File: src/ler_pkg.sv
package ler_pkg;

  // ----------------------------------------
  // register offsets (slave layout; hosts sit four bytes higher)
  // ----------------------------------------
  localparam logic [7:0] LER_ROUTE_OFF      = 8'h12;
  localparam logic [7:0] LER_BASE_EXT_OFF   = 8'h14;
  localparam logic [7:0] LER_LIMIT_EXT_OFF  = 8'h15;
  localparam logic [7:0] LER_BUS_NUM_OFF    = 8'h1A;
  localparam logic [7:0] LER_HOST_SHIFT     = 8'h04;

  // ----------------------------------------
  // error routing field positions
  // ----------------------------------------
  localparam int LER_PROT_FLOOD  = 0;
  localparam int LER_OVFL_FLOOD  = 1;
  localparam int LER_PROT_FATAL  = 2;
  localparam int LER_OVFL_FATAL  = 3;
  localparam int LER_EOC_FATAL   = 4;
  localparam int LER_RESP_FATAL  = 5;
  localparam int LER_CRC_FATAL   = 6;
  localparam int LER_SYS_FATAL   = 7;
  localparam int LER_CHAIN_FAIL  = 8;
  localparam int LER_RESP_ERR    = 9;
  localparam int LER_PROT_NFATAL = 10;
  localparam int LER_OVFL_NFATAL = 11;
  localparam int LER_EOC_NFATAL  = 12;
  localparam int LER_RESP_NFATAL = 13;
  localparam int LER_CRC_NFATAL  = 14;
  localparam int LER_SYS_NFATAL  = 15;

  // ----------------------------------------
  // writable masks and reset values
  // ----------------------------------------
  localparam logic [15:0] LER_FLOOD_MASK       = 16'h0003;
  localparam logic [15:0] LER_FATAL_MASK_SLV   = 16'h007C;
  localparam logic [15:0] LER_FATAL_MASK_HOST  = 16'h00FC;
  localparam logic [15:0] LER_NFATAL_MASK_SLV  = 16'h7C00;
  localparam logic [15:0] LER_NFATAL_MASK_HOST = 16'hFC00;
  localparam logic [15:0] LER_ROUTE_RST        = 16'h0000;
  localparam logic [7:0]  LER_EXT_RST          = 8'h00;
  localparam logic [7:0]  LER_BUS_RST          = 8'h00;

  // ----------------------------------------
  // carriers
  // ----------------------------------------
  typedef struct packed {
    logic prot;      // protocol error logged in a link error register
    logic ovfl;      // overflow error logged
    logic eoc;       // end-of-chain error logged
    logic inb_eoc;   // inbound end-of-chain flag of the host command register
    logic crc;       // any crc error flag of either link control register
    logic sys;       // system error detected, secondary status
  } ler_err_src_s;

  typedef struct packed {
    logic       wr;
    logic       rd;
    logic [7:0] addr;
    logic [7:0] wdata;
  } ler_cfg_req_s;

endpackage

File: src/ler_regs.sv
`timescale 1ns/1ps
`default_nettype none

// Summary of operation
// - overflow fatal enable routes logged overflow errors to the fatal interrupt
// - end-of-chain fatal enable routes logged or inbound chain-end errors to fatal
// - response fatal enable routes the response error status to fatal
// - crc fatal enable routes any crc error flag to fatal
// - system error fatal enable exists in hosts only; slaves read zero
// - without a fatal interrupt all fatal enables are hardwired zero
// - chain fail sets on sync flood detection, clears only by chain reset
// - response error sets on a received error, write-one clears, cold reset only
// - protocol nonfatal enable routes logged protocol errors to nonfatal
// - overflow nonfatal enable routes logged overflow errors to nonfatal
// - end-of-chain nonfatal enable routes chain-end errors to nonfatal
// - response nonfatal enable routes the response error status to nonfatal
// - crc nonfatal enable routes any crc error flag to nonfatal
// - system error nonfatal enable exists in hosts only; slaves read zero
// - without a nonfatal interrupt all nonfatal enables are hardwired zero
// - base extension widens non-prefetchable base to 40 bits, warm reset clears
// - limit extension widens non-prefetchable limit to 40 bits, warm reset clears
// - with 64-bit remapping present both extensions are reserved
// - hosts carry the extensions only when the extended register set is set
// - all bridges behind the primary link use these extension values
// - bus number captured from type 0 config writes, warm reset clears, not in hosts
// - non-hosts that originate messages or source ids keep the bus number
// - routing register at 12h or 16h, fatal and flood low, nonfatal high
// - protocol fatal enable routes logged protocol errors to fatal
// - flood enables flood the link on protocol or overflow errors; slaves also need the system error report enable
module ler_regs
  import ler_pkg::*;
#(
  parameter bit IS_HOST         = 1'b0,
  parameter bit HAS_FATAL_INT   = 1'b1,
  parameter bit HAS_NFATAL_INT  = 1'b1,
  parameter bit HAS_REMAP64     = 1'b0,
  parameter bit EXT_REG_SET     = 1'b1,
  parameter bit HAS_BUS_NUM     = 1'b1
) (
  // clock and resets
  input  wire logic         sys_clk_in,
  input  wire logic         rst_n_in,
  input  wire logic         warm_rst_in,
  input  wire logic         chain_rst_in,
  // configuration access
  input  wire ler_cfg_req_s cfg_req_in,
  output logic [7:0]        cfg_rdata_out,
  output logic              cfg_rvalid_out,
  // error sources
  input  wire ler_err_src_s err_src_in,
  input  wire logic         resp_err_in,
  input  wire logic         sync_flood_det_in,
  input  wire logic         system_error_report_enable_in,
  // type 0 configuration write capture
  input  wire logic         type0_wr_in,
  input  wire logic [7:0]   type0_bus_in,
  // results
  output logic              fatal_irq_out,
  output logic              nonfatal_irq_out,
  output logic              flood_req_out,
  output logic              chain_fail_out,
  output logic [7:0]        base_ext_out,
  output logic [7:0]        limit_ext_out,
  output logic [7:0]        bus_num_out
);

  // ----------------------------------------
  // map and presence
  // ----------------------------------------
  localparam logic [7:0] SHIFT     = IS_HOST ? LER_HOST_SHIFT : 8'h00;
  localparam logic [7:0] A_RT_LO   = LER_ROUTE_OFF + SHIFT;
  localparam logic [7:0] A_RT_HI   = LER_ROUTE_OFF + SHIFT + 8'h01;
  localparam logic [7:0] A_BASE    = LER_BASE_EXT_OFF + SHIFT;
  localparam logic [7:0] A_LIMIT   = LER_LIMIT_EXT_OFF + SHIFT;
  localparam bit         EXT_OK    = !IS_HOST || EXT_REG_SET;
  localparam bit         MEMX_OK   = EXT_OK && !HAS_REMAP64;
  localparam bit         BUS_OK    = !IS_HOST && HAS_BUS_NUM;
  localparam logic [15:0] FATAL_M  = !HAS_FATAL_INT ? 16'h0000 :
                                     (IS_HOST ? LER_FATAL_MASK_HOST : LER_FATAL_MASK_SLV);
  localparam logic [15:0] NFATAL_M = !HAS_NFATAL_INT ? 16'h0000 :
                                     (IS_HOST ? LER_NFATAL_MASK_HOST : LER_NFATAL_MASK_SLV);
  // status bits 8 and 9 are never stored here, so writes cannot set them
  localparam logic [15:0] WR_MASK  = EXT_OK ? (LER_FLOOD_MASK | FATAL_M | NFATAL_M) : 16'h0000;

  logic [15:0] route_ff;
  logic        resp_err_ff;
  logic        chain_fail_ff;
  logic [7:0]  base_ext_ff;
  logic [7:0]  limit_ext_ff;
  logic [7:0]  bus_num_ff;
  logic        fatal_ff;
  logic        nfatal_ff;
  logic        flood_ff;
  logic [7:0]  rdata_ff;
  logic        rvalid_ff;
  logic [15:0] route_view;
  logic        wr_lo;
  logic        wr_hi;
  logic        nxt_fatal;
  logic        nxt_nfatal;
  logic        nxt_flood;
  logic [7:0]  nxt_rdata;

  assign wr_lo = cfg_req_in.wr && (cfg_req_in.addr == A_RT_LO);
  assign wr_hi = cfg_req_in.wr && (cfg_req_in.addr == A_RT_HI);

  // ----------------------------------------
  // routing enables
  // ----------------------------------------
  // cold and warm reset both clear the enables
  always_ff @(posedge sys_clk_in or negedge rst_n_in) begin
    if (!rst_n_in) begin
      route_ff <= LER_ROUTE_RST;
    end else if (warm_rst_in) begin
      route_ff <= LER_ROUTE_RST;
    end else begin
      if (wr_lo) begin
        route_ff[7:0] <= cfg_req_in.wdata & WR_MASK[7:0];
      end
      if (wr_hi) begin
        route_ff[15:8] <= cfg_req_in.wdata & WR_MASK[15:8];
      end
    end
  end

  // ----------------------------------------
  // status bits
  // ----------------------------------------
  // warm reset deliberately leaves this flag alone; a new error beats a clear
  always_ff @(posedge sys_clk_in or negedge rst_n_in) begin
    if (!rst_n_in) begin
      resp_err_ff <= 1'b0;
    end else if (EXT_OK && resp_err_in) begin
      resp_err_ff <= 1'b1;
    end else if (wr_hi && cfg_req_in.wdata[LER_RESP_ERR - 8]) begin
      resp_err_ff <= 1'b0;
    end
  end

  // only a reset of the failed chain clears it; a flood seen meanwhile wins
  always_ff @(posedge sys_clk_in or negedge rst_n_in) begin
    if (!rst_n_in) begin
      chain_fail_ff <= 1'b0;
    end else if (EXT_OK && sync_flood_det_in) begin
      chain_fail_ff <= 1'b1;
    end else if (chain_rst_in) begin
      chain_fail_ff <= 1'b0;
    end
  end

  // ----------------------------------------
  // memory extensions and bus number
  // ----------------------------------------
  always_ff @(posedge sys_clk_in or negedge rst_n_in) begin
    if (!rst_n_in) begin
      base_ext_ff  <= LER_EXT_RST;
      limit_ext_ff <= LER_EXT_RST;
    end else if (warm_rst_in) begin
      base_ext_ff  <= LER_EXT_RST;
      limit_ext_ff <= LER_EXT_RST;
    end else if (MEMX_OK && cfg_req_in.wr) begin
      if (cfg_req_in.addr == A_BASE) begin
        base_ext_ff <= cfg_req_in.wdata;
      end
      if (cfg_req_in.addr == A_LIMIT) begin
        limit_ext_ff <= cfg_req_in.wdata;
      end
    end
  end

  // read-only to software: only the link side's type 0 writes load it
  always_ff @(posedge sys_clk_in or negedge rst_n_in) begin
    if (!rst_n_in) begin
      bus_num_ff <= LER_BUS_RST;
    end else if (warm_rst_in) begin
      bus_num_ff <= LER_BUS_RST;
    end else if (BUS_OK && type0_wr_in) begin
      bus_num_ff <= type0_bus_in;
    end
  end

  // ----------------------------------------
  // interrupt and flood requests
  // ----------------------------------------
  always_comb begin
    nxt_fatal =
      (route_ff[LER_PROT_FATAL] && err_src_in.prot) ||
      (route_ff[LER_OVFL_FATAL] && err_src_in.ovfl) ||
      (route_ff[LER_EOC_FATAL]  && (err_src_in.eoc || err_src_in.inb_eoc)) ||
      (route_ff[LER_RESP_FATAL] && resp_err_ff) ||
      (route_ff[LER_CRC_FATAL]  && err_src_in.crc) ||
      (route_ff[LER_SYS_FATAL]  && err_src_in.sys);
    nxt_nfatal =
      (route_ff[LER_PROT_NFATAL] && err_src_in.prot) ||
      (route_ff[LER_OVFL_NFATAL] && err_src_in.ovfl) ||
      (route_ff[LER_EOC_NFATAL]  && (err_src_in.eoc || err_src_in.inb_eoc)) ||
      (route_ff[LER_RESP_NFATAL] && resp_err_ff) ||
      (route_ff[LER_CRC_NFATAL]  && err_src_in.crc) ||
      (route_ff[LER_SYS_NFATAL]  && err_src_in.sys);
    // hosts flood regardless of the report enable
    nxt_flood = (IS_HOST || system_error_report_enable_in) &&
                ((route_ff[LER_PROT_FLOOD] && err_src_in.prot) ||
                 (route_ff[LER_OVFL_FLOOD] && err_src_in.ovfl));
  end

  always_ff @(posedge sys_clk_in or negedge rst_n_in) begin
    if (!rst_n_in) begin
      fatal_ff  <= 1'b0;
      nfatal_ff <= 1'b0;
      flood_ff  <= 1'b0;
    end else begin
      fatal_ff  <= nxt_fatal;
      nfatal_ff <= nxt_nfatal;
      flood_ff  <= nxt_flood;
    end
  end

  // ----------------------------------------
  // read path
  // ----------------------------------------
  always_comb begin
    route_view                 = route_ff;
    route_view[LER_CHAIN_FAIL] = chain_fail_ff;
    route_view[LER_RESP_ERR]   = resp_err_ff;
    nxt_rdata                  = 8'h00;
    if (EXT_OK && cfg_req_in.addr == A_RT_LO) begin
      nxt_rdata = route_view[7:0];
    end else if (EXT_OK && cfg_req_in.addr == A_RT_HI) begin
      nxt_rdata = route_view[15:8];
    end else if (MEMX_OK && cfg_req_in.addr == A_BASE) begin
      nxt_rdata = base_ext_ff;
    end else if (MEMX_OK && cfg_req_in.addr == A_LIMIT) begin
      nxt_rdata = limit_ext_ff;
    end else if (BUS_OK && cfg_req_in.addr == LER_BUS_NUM_OFF) begin
      nxt_rdata = bus_num_ff;
    end
  end

  always_ff @(posedge sys_clk_in or negedge rst_n_in) begin
    if (!rst_n_in) begin
      rdata_ff  <= 8'h00;
      rvalid_ff <= 1'b0;
    end else begin
      rvalid_ff <= cfg_req_in.rd;
      if (cfg_req_in.rd) begin
        rdata_ff <= nxt_rdata;
      end
    end
  end

  // ----------------------------------------
  // outputs
  // ----------------------------------------
  // extensions are shared with every bridge header behind the primary link
  assign base_ext_out     = base_ext_ff;
  assign limit_ext_out    = limit_ext_ff;
  assign bus_num_out      = bus_num_ff;
  assign chain_fail_out   = chain_fail_ff;
  assign fatal_irq_out    = fatal_ff;
  assign nonfatal_irq_out = nfatal_ff;
  assign flood_req_out    = flood_ff;
  assign cfg_rdata_out    = rdata_ff;
  assign cfg_rvalid_out   = rvalid_ff;
endmodule

`default_nettype wire

File: config.mk
export PLATFORM = sky130hd
export DESIGN_NAME = ler_regs
export DESIGN_NICKNAME = d
export VERILOG_FILES = /design/src/ler_pkg.sv /design/src/ler_regs.sv
export SDC_FILE = /design/constraint.sdc
export NUM_CORES = 1
export LEC_CHECK = 0
export ABC_AREA = 1
export BUFFER_PORTS_ARGS = -buffer_cell sky130_fd_sc_hd__buf_2
export CORE_AREA = 5 5 80 82
export CTS_BUF_LIST = sky130_fd_sc_hd__clkbuf_16
export DETAILED_ROUTE_END_ITERATION = 6
export DIE_AREA = 0 0 85 87
export GPL_TIMING_DRIVEN = 1
export PLACE_DENSITY = 0.71
export SKIP_LAST_GASP = 1
export SYNTH_ARGS = -nofsm -noshare
export SYNTH_HDL_FRONTEND = slang
export SYNTH_SLANG_ARGS = --single-unit
File: constraint.sdc
create_clock -name sys_clk_in -period 1.7 [get_ports sys_clk_in]
set_input_delay 0.085 -clock sys_clk_in [delete_from_list [all_inputs] [get_ports sys_clk_in]]
set_output_delay 0.085 -clock sys_clk_in [all_outputs]
set_load 0.02 [all_outputs]
==> results.toml, run 1 <==
[final_layout]
final_cell_mix = "buf_2, nand2_1, dfrtp_1, nand3_1, o21ai_0"
synthToLayoutAreaGrowth_pct = 25.34
drive_gt1_frac = 0.2803
final_area_mm2 = 0.003075
n_fill_cell = 566
diodes = 0
fin_nets = 411
final_common_cell = "buf_2"

[global_route]
grt_max_degree = 51
gr-usage-all-layers = 0.1820
antenna_found_initial = 0
grt_use_met1 = 0.2426
gr-usage-met2 = 0.2994
grt_first_pass_wirelength_um = 10610
grt_use_met3 = 0.04352
busiest_layer = "met2"
grt-ovfl-total = 0
grt_pass1_vias = 2188

[yosys]
synth_fa_ha_area_frac = 0
ys.flop_type = "dfrtp_1"
synth_top_family_by_area = "simple AND/OR/NAND/NOR gates"
ys_ff_latch = 50
synth_xor_xnor_area_share = 0
synth_mux_area_frac = 0
synth_compound_area_frac = 0.1550
synth-edff-count = 0
synth_cells = 292
syn_area_mm2 = 0.002454
ys_types = 29
synth_seq_area_share = 0.5099
synthArstFlopShare = 1.000
syn-mean-instance-area_um2 = 8.403
post_synth_and_or_nand_nor_area_fraction = 0.2504
ys_warn_count = 0
syn_nets = 332

[pwr]
vdd_ir_drop_max_uv = 571.4
p_per_area_mw_per_mm2 = 859.9
leakage_nw = 1.674

[cts]
numCtsBuffers = 5
clk_pin_slew_ns = 0.06
cts_tree = "yes"
hold_buffers = 4
insertion_delay_ns = 0.29
clockBufferDepth = 2
cts-htree-levels = 2
cts_root_buf = "clkbuf_16"
clock_sinks = 50
post_cts_buffers = 0
cts_resized = 0

[setup_path]
critical_path.startpoint = "cfg_req_in[16]"
cp_data_arrival_time_ns = 1.39
required_ns = 1.88
end_kind = "flip-flop"
crit_type = "input pin to flip-flop"
worstReg2RegEnd = "cfg_rdata_out[3]"
critPathLaunchType = "input pin"
worstReg2RegStart = "base_ext_out[3]"
rr_worst_depth = 4
crit_path_max_fanout = 13
regToRegSetupSlack_ns = 0.70

[outcome]
status = "complete, but fails checks"
violations = "hold timing"

[die]
ios = 77
rows = 28
dieArea_mm2 = 0.007395
initial_core_util = 0.4323
die_x_um = 85
design.core.area_mm2 = 0.005675
die_y_um = 87

[detailed_routing]
drtIter0Drc = 133
vias_per_cell = 4.948
ant_nets = 0
routedWlPerCell_um = 14.29
drt-total-wl_um = 6374
drt_first_pass_iters = 4
vias = 2207
drc = 0

[place]
finalWeightedCongestion = 0.8572
hpwlAfterDp_um = 4871
post_dp_cell_area_mm2 = 0.002900
io_buffers = 75

[sta]
holdWs_ns = -0.001456
setup_tns_ns = 0
setup_viol = 0
post-route-period-util = 0.7135
finClkSkew_ns = 0.003103
fmax_mhz = 824.4
slew_viol_final = 0
fin_crit_ns = 1.213
finalHoldViolations = 1
tightest_slew_ns = 0.5465
slew_headroom = 0.6353
grt_setup_unrepaired = "no"

[run]
timing.max_cap.violations = 0

[hold_path]
hold_path_class = "input pin to flip-flop"
hold_end = "chain_fail_out"
min_from = "sync_flood_det_in"
holdPathStages = 2
==> state kept, by name, indices dropped and copies added, names as in the netlist <==
signal	cells
route_ff	12
cfg_rdata_out	8
limit_ext_out	8
resp_err_ff	1
flood_req_out	1
base_ext_out	8
fatal_irq_out	1
chain_fail_out	1
nonfatal_irq_out	1
bus_num_out	8
cfg_rvalid_out	1
==> kinds of logic after synthesis <==
| family | Yosys count |
|---|---|
| buffers and inverters | 50 |
| DFF | 50 |
| AOI/OAI and AO/OA | 63 |
| and+or+nand+nor | 129 |
==> cells in the mapped netlist (2+ instances only) <==
| master | count | area (um2) |
|---|---|---|
| nand2_1 | 63 | 236.5 |
| dfrtp_1 | 50 | 1251 |
| nand3_1 | 44 | 220.2 |
| o21ai_0 | 41 | 205.2 |
| inv_1 | 39 | 146.4 |
| nor2_1 | 8 | 30.03 |
| o21ai_1 | 8 | 40.04 |
| nand2_2 | 6 | 37.54 |
| buf_2 | 4 | 20.02 |
| clkbuf_1 | 4 | 15.01 |
| o21ai_2 | 3 | 26.28 |
| a21oi_1 | 2 | 10.01 |
| buf_6 | 2 | 22.52 |
| nor2_4 | 2 | 22.52 |
| o22ai_1 | 2 | 12.51 |
==> power by group <==
group | switching (mW) | internal, mW | total (mW)
Clock | 0.418 | 0.532 | 0.950
Combinational | 0.257 | 0.136 | 0.392
Sequential | 0.0462 | 1.26 | 1.30
==> worst max-delay path: stages <==
cell and delay, ns:
dlygate4sd3_1 0.54, buf_2 0.17, inv_1 0.29, o21ai_0 0.13
a21oi_1 0.12, nor2_1 0.06
==> layer usage <==
layer / wire length, um / vias up / share of wire
met4: 68 / 0 / 0.011
met2: 3102 / 68 / 0.49
met5: 0 / - / 0
met3: 367 / 7 / 0.058
met1: 2835 / 1021 / 0.44
li1: - / 1111 / -
==> how the worst max path moves through the flow <==
stage	endpoint
6_report	cfg_rdata_out[1]
5_1_grt	cfg_rdata_out[2]
3_5_place_dp	limit_ext_out[2]
4_1_cts	cfg_rdata_out[1]
3_3_place_gp	limit_ext_out[1]
2_1_floorplan	route_ff[0]
==> stage by stage <==
step | std cells | setup WS, ns | power (mW) | utilization
5_1_grt | 446 | 0.3407 | 2.761 | 0.5419
3_5_place_dp | 435 | 0.3425 | 1.713 | 0.5110
3_3_place_gp | 435 | 0.3749 | 1.703 | 0.5110
4_1_cts | 446 | 0.5062 | 2.657 | 0.5419
6_report | 446 | 0.4871 | 2.645 | 0.5419
2_1_floorplan | 292 | 0.6451 | 1.535 | -
==> final cells by class <==
class                      count  area [um2]  area share
tap                           75       93.84     0.03051
inverter                      40       150.1     0.04882
timing repair buffer          82       450.4      0.1465
clock inverter                 2       10.01    0.003255
clock buffer                   5       125.1     0.04068
sequential                    50        1251      0.4068
multi-input combinational    192       994.7      0.3234
No activity file was read; power rests on OpenSTA's default activity.
==> run 2: changes to the inputs <==
clock period = 1.25 ns   (was 1.7 ns; I/O delays follow)
==> run 2 against run 1 <==
Effect of this change:
- critical path depth increased by 1
- highest routed layer unchanged
- final area increased by 4.7%
- sequential share of layout area decreased by 1.8 points
- core utilization increased by 2.6 points
- register-to-register slack got worse by 0.48 ns
- the run now ends clean
- sequential power increased by 36%
- critical endpoint unchanged
- worst hold slack improved by 0.0045 ns
==> results.toml, run 2 (same netlist as run 1, synthesis figures left out) <==
[sta]
setup_viol = 0
grt_setup_unrepaired = "no"
setup_tns_ns = 0
holdWs_ns = 0.002997
fin_crit_ns = 1.117
post-route-period-util = 0.8936
tightest_slew_ns = 0.4181
slew_viol_final = 0
finalHoldViolations = 0
fin_ws_ns = 0.1330
slew_headroom = 0.7213
finClkSkew_ns = 0.007860
fmax_mhz = 895.2

[final_layout]
final_area_mm2 = 0.003221
n_fill_cell = 535
final_cell_mix = "buf_2, nand2_1, dfrtp_1, nand3_1, o21ai_0"
fin_nets = 425
largest_reg_flops = 12
diodes = 0
post-route-util = 0.5675
largest-register = "route_ff"
synthToLayoutAreaGrowth_pct = 31.26
final_common_cell = "buf_2"
drive_gt1_frac = 0.3031
fin_cells = 461

[detailed_routing]
vias_per_cell = 4.928
drtIter0Drc = 237
ant_nets = 0
routedWlPerCell_um = 13.99
drt-total-wl_um = 6451
vias = 2272
drc = 0
drt_first_pass_iters = 4

[die]
die_x_um = 85
rows = 28
die_y_um = 87
initial_core_util = 0.4323
ios = 77
dieArea_mm2 = 0.007395
design.core.area_mm2 = 0.005675

[cts]
clk_pin_slew_ns = 0.06
clockBufferDepth = 2
cts-htree-levels = 2
insertion_delay_ns = 0.28
cts_root_buf = "clkbuf_16"
cts_tree = "yes"
numCtsBuffers = 5
clock_sinks = 50

[setup_path]
crit_type = "input pin to flip-flop"
regToRegSetupSlack_ns = 0.22
required_ns = 1.42
rr_worst_depth = 4
cp_slowest_stage_delay_ns = 0.53
cp_data_arrival_time_ns = 1.29
end_kind = "flip-flop"
slowest_stage = "dlygate4sd3_1"
worstReg2RegEnd = "nonfatal_irq_out"
crit_path_max_fanout = 9
critPathLaunchType = "input pin"
worstReg2RegStart = "route_ff[10]"
path_cells = "dlygate4sd3_1, clkbuf_4, clkinvlp_4, nand2_1, o21ai_0, a21oi_1, nor2_1"

[pwr]
sw_frac_of_total = 0.2661
switchingPower_mw = 0.9624
p_seq_frac = 0.489
p_per_area_mw_per_mm2 = 1123
vdd_ir_drop_max_uv = 788.1
power.internal_mw = 2.655
leakage_nw = 1.741
pwr-share-clk = 0.352
comb_power_share = 0.159
p_total_mw = 3.617

[place]
hpwlAfterDp_um = 4924
finalWeightedCongestion = 0.8523
pre_cts_slack_ns = 0.03451
io_buffers = 75
post_dp_cell_area_mm2 = 0.002985
place_inst = 443

[hold_path]
hold_path_class = "input pin to flip-flop"
hold_end = "chain_fail_out"
min_from = "sync_flood_det_in"
holdPathStages = 2

[global_route]
grt_pass1_vias = 2206
grt_first_pass_wirelength_um = 10610
grt-ovfl-total = 0
antenna_found_initial = 0
grt_max_degree = 51
gr-usage-all-layers = 0.1817

[run]
timing.max_cap.violations = 0

[outcome]
status = "complete, no violations"
-- run 2: what timing repair did --
item | CTS | global route
hold buffers | 5 | 0
endpoints found under the hold margin | 54 | 0
gates resized for setup | 0 | 3
buffers inserted | 0 | 4
endpoints found under the setup margin | 0 | 5
-- run 2: metal layers --
layer  vias to the layer above  track usage  part of all wire
li1                       1143            -                 -
met1                      1051       0.2432              0.45
met2                        74       0.3037              0.49
met3                         4      0.02744             0.050
met4                         0      0.05899             0.013
met5                         -            0                 0
-- run 2: area by class of cell --
| type | instances | area, um2 | share of cell area |
|---|---|---|---|
| Multi-Input combinational cell | 192 | 994.7 | 0.3089 |
| Timing Repair Buffer | 95 | 578.1 | 0.1795 |
| Clock buffer | 5 | 125.1 | 0.03885 |
| Timing Repair inverter | 1 | 7.507 | 0.002331 |
| Tap cell | 75 | 93.84 | 0.02914 |
| Sequential cell | 50 | 1251 | 0.3885 |
| Clock inverter | 3 | 16.27 | 0.005051 |
| Inverter | 40 | 153.9 | 0.04779 |
-- run 2: power by group through the flow --
stage	sequential, mW	clock, mW	combinational [mW]
finish	1.77	1.27	0.575
global placement	1.80	0	0.542
CTS	1.77	1.30	0.568
detailed placement	1.80	0	0.554
floorplan	1.88	0	0.208
global route	1.78	1.40	0.635
-- run 2: worst max path at each step --
stage / to / depth (start not counted) / from / slack [ns]
CTS: cfg_rdata_out[1] / 6 / cfg_req_in[16] / 0.06
global placement: route_ff[14] / 9 / cfg_req_in[11] / 0.08
global route: cfg_rdata_out[2] / 6 / cfg_req_in[16] / 0.04
finish: cfg_rdata_out[1] / 7 / cfg_req_in[16] / 0.13
detailed placement: route_ff[10] / 9 / cfg_req_in[11] / 0.03
floorplan: route_ff[0] / 7 / cfg_req_in[13] / 0.22
-- run 2: worst max-delay path: cells and delay by family --
| kind | cells | cell delay [ns] |
|---|---|---|
| simple gates | 2 | 0.14 |
| compound gates | 2 | 0.20 |
| buf+inv | 3 | 0.88 |
==> run 3: changes to the inputs <==
CAP_MARGIN = 20   (was unset)
PLACE_DENSITY = 0.79   (was 0.71)
RECOVER_POWER = 50   (was unset)
==> run 3 against run 2 <==
Effect of this change:
- sequential share of layout area grew 0.54 points
- non-clock buffer count is the same
- maximum frequency shrank 5.7%
- first-iteration DRC count shrank 26%
- critical path type is now flip-flop to flip-flop
- largest cell class unchanged
==> results.toml, run 3 (same netlist as run 1, synthesis figures left out) <==
[final_layout]
final_common_cell = "buf_2"
final_cell_mix = "buf_2, nand2_1, dfrtp_1, nand3_1, o21ai_0"
post-route-util = 0.5597
n_fill_cell = 558
synthToLayoutAreaGrowth_pct = 29.47
diodes = 0
drive_gt1_frac = 0.2760
fin_nets = 425
largest_reg_flops = 12
fin_cells = 459
largest-register = "route_ff"

[detailed_routing]
drt-total-wl_um = 6517
drt_first_pass_iters = 4
drc = 0
vias_per_cell = 5.041
routedWlPerCell_um = 14.20
ant_nets = 0
vias = 2314
drtIter0Drc = 176

[pwr]
p_per_area_mw_per_mm2 = 1125
vdd_ir_drop_max_uv = 611.7
leakage_nw = 1.695
p_total_mw = 3.575

[die]
ios = 77
dieArea_mm2 = 0.007395
design.core.area_mm2 = 0.005675
rows = 28
die_y_um = 87
initial_core_util = 0.4323
die_x_um = 85

[cts]
clk_pin_slew_ns = 0.06
cts_tree = "yes"
numCtsBuffers = 5
cts_root_buf = "clkbuf_16"
clock_sinks = 50
insertion_delay_ns = 0.28
cts-htree-levels = 2
clockBufferDepth = 2

[setup_path]
cp_data_arrival_time_ns = 1.35
path_cells = "inv_1, o21bai_1, dlygate4sd3_1"
path_buf_inv = 2
slowest_stage = "dlygate4sd3_1"
cp_slowest_stage_delay_ns = 0.55
crit_path_max_fanout = 3
critPathTopFamily = "buffers and inverters"
required_ns = 1.42
end_kind = "flip-flop"
critPathLaunchType = "flip-flop"
crit_type = "flip-flop to flip-flop"

[place]
place_inst = 444
hpwlAfterDp_um = 5055
finalWeightedCongestion = 0.8415
io_buffers = 75

[sta]
slew_headroom = 0.5602
post-route-period-util = 0.9475
fmax_mhz = 844.4
holdWs_ns = 0.005190
finalHoldViolations = 0
grt_setup_unrepaired = "yes"
setup_viol = 0
fin_crit_ns = 1.184
slew_viol_final = 0
tightest_slew_ns = 0.6597
finClkSkew_ns = 0.002767

[global_route]
grt-ovfl-total = 0
antenna_found_initial = 0
grt_first_pass_wirelength_um = 10930
grt_pass1_vias = 2327
grt_max_degree = 30
gr-usage-all-layers = 0.1846

[hold_path]
hold_path_class = "input pin to flip-flop"

[run]
timing.max_cap.violations = 0

[outcome]
status = "complete, no violations"
==> run 3: power breakdown <==
group | switching, mW | internal [mW] | leakage [nW] | total, mW
registers | 0.0622 | 1.71 | 0.654 | 1.77
clock network | 0.527 | 0.712 | 0.0632 | 1.24
logic | 0.361 | 0.205 | 0.977 | 0.566
total | 0.950 | 2.63 | 1.69 | 3.58
==> run 3: routing by layer <==
layer | vias up | global-route usage | wire [um]
li1 | 1134 | - | -
met1 | 1091 | 0.2271 | 2761
met2 | 73 | 0.3143 | 3239
met3 | 16 | 0.03879 | 365
met4 | 0 | 0.07914 | 150
met5 | - | 0 | 0
==> run 3: layout make-up <==
type | count | area [um2] | area share
clock buffers | 5 | 125.1 | 0.03939
clock inverters | 1 | 3.754 | 0.001182
inverters | 40 | 153.9 | 0.04844
multi-input cells | 192 | 994.7 | 0.3131
flip-flops and latches | 50 | 1251 | 0.3939
well taps | 75 | 93.84 | 0.02954
repair buffers | 95 | 549.3 | 0.1729
repair inverters | 1 | 5.005 | 0.001575
==> run 3: timing repair <==
item | CTS | global route
resized for setup | 0 | 2
endpoints found under the hold margin | 54 | 0
endpoints found under the setup margin | 0 | 6
setup buffers | 0 | 2
hold buffers | 6 | 0
==> run 3: stage by stage <==
step	setup slack (ns)	cell area, um2	TNS (ns)
global placement	0.08482	2980	0
CTS	0.04192	3169	0
detailed placement	-0.004505	2980	-0.004505
floorplan	0.2176	2454	0
global route	-0.02236	3177	-0.06951
finish	0.06566	3177	0
==> run 3: worst reg2reg max path: stages, from the launching register on <==
cell and delay (ns):
dfrtp_1 0.40, inv_1 0.06, o21bai_1 0.06, dlygate4sd3_1 0.55
==> run 3: path summary, 6_finish.rpt <==
kind | startpoint | end | slack (ns) | cells after the start
setup / recovery | chain_fail_out | chain_fail_out | 0.07 | 3
hold / removal | type0_bus_in[1] | bus_num_out[1] | 0.005 | 3
setup reg to reg | chain_fail_out | chain_fail_out | 0.07 | 3
hold reg to reg | cfg_rdata_out[2] | cfg_rdata_out[2] | 0.48 | 2
max in group asynchronous | rst_n_in | cfg_rdata_out[1] | 0.20 | 3
min in group asynchronous | rst_n_in | bus_num_out[1] | 0.32 | 2
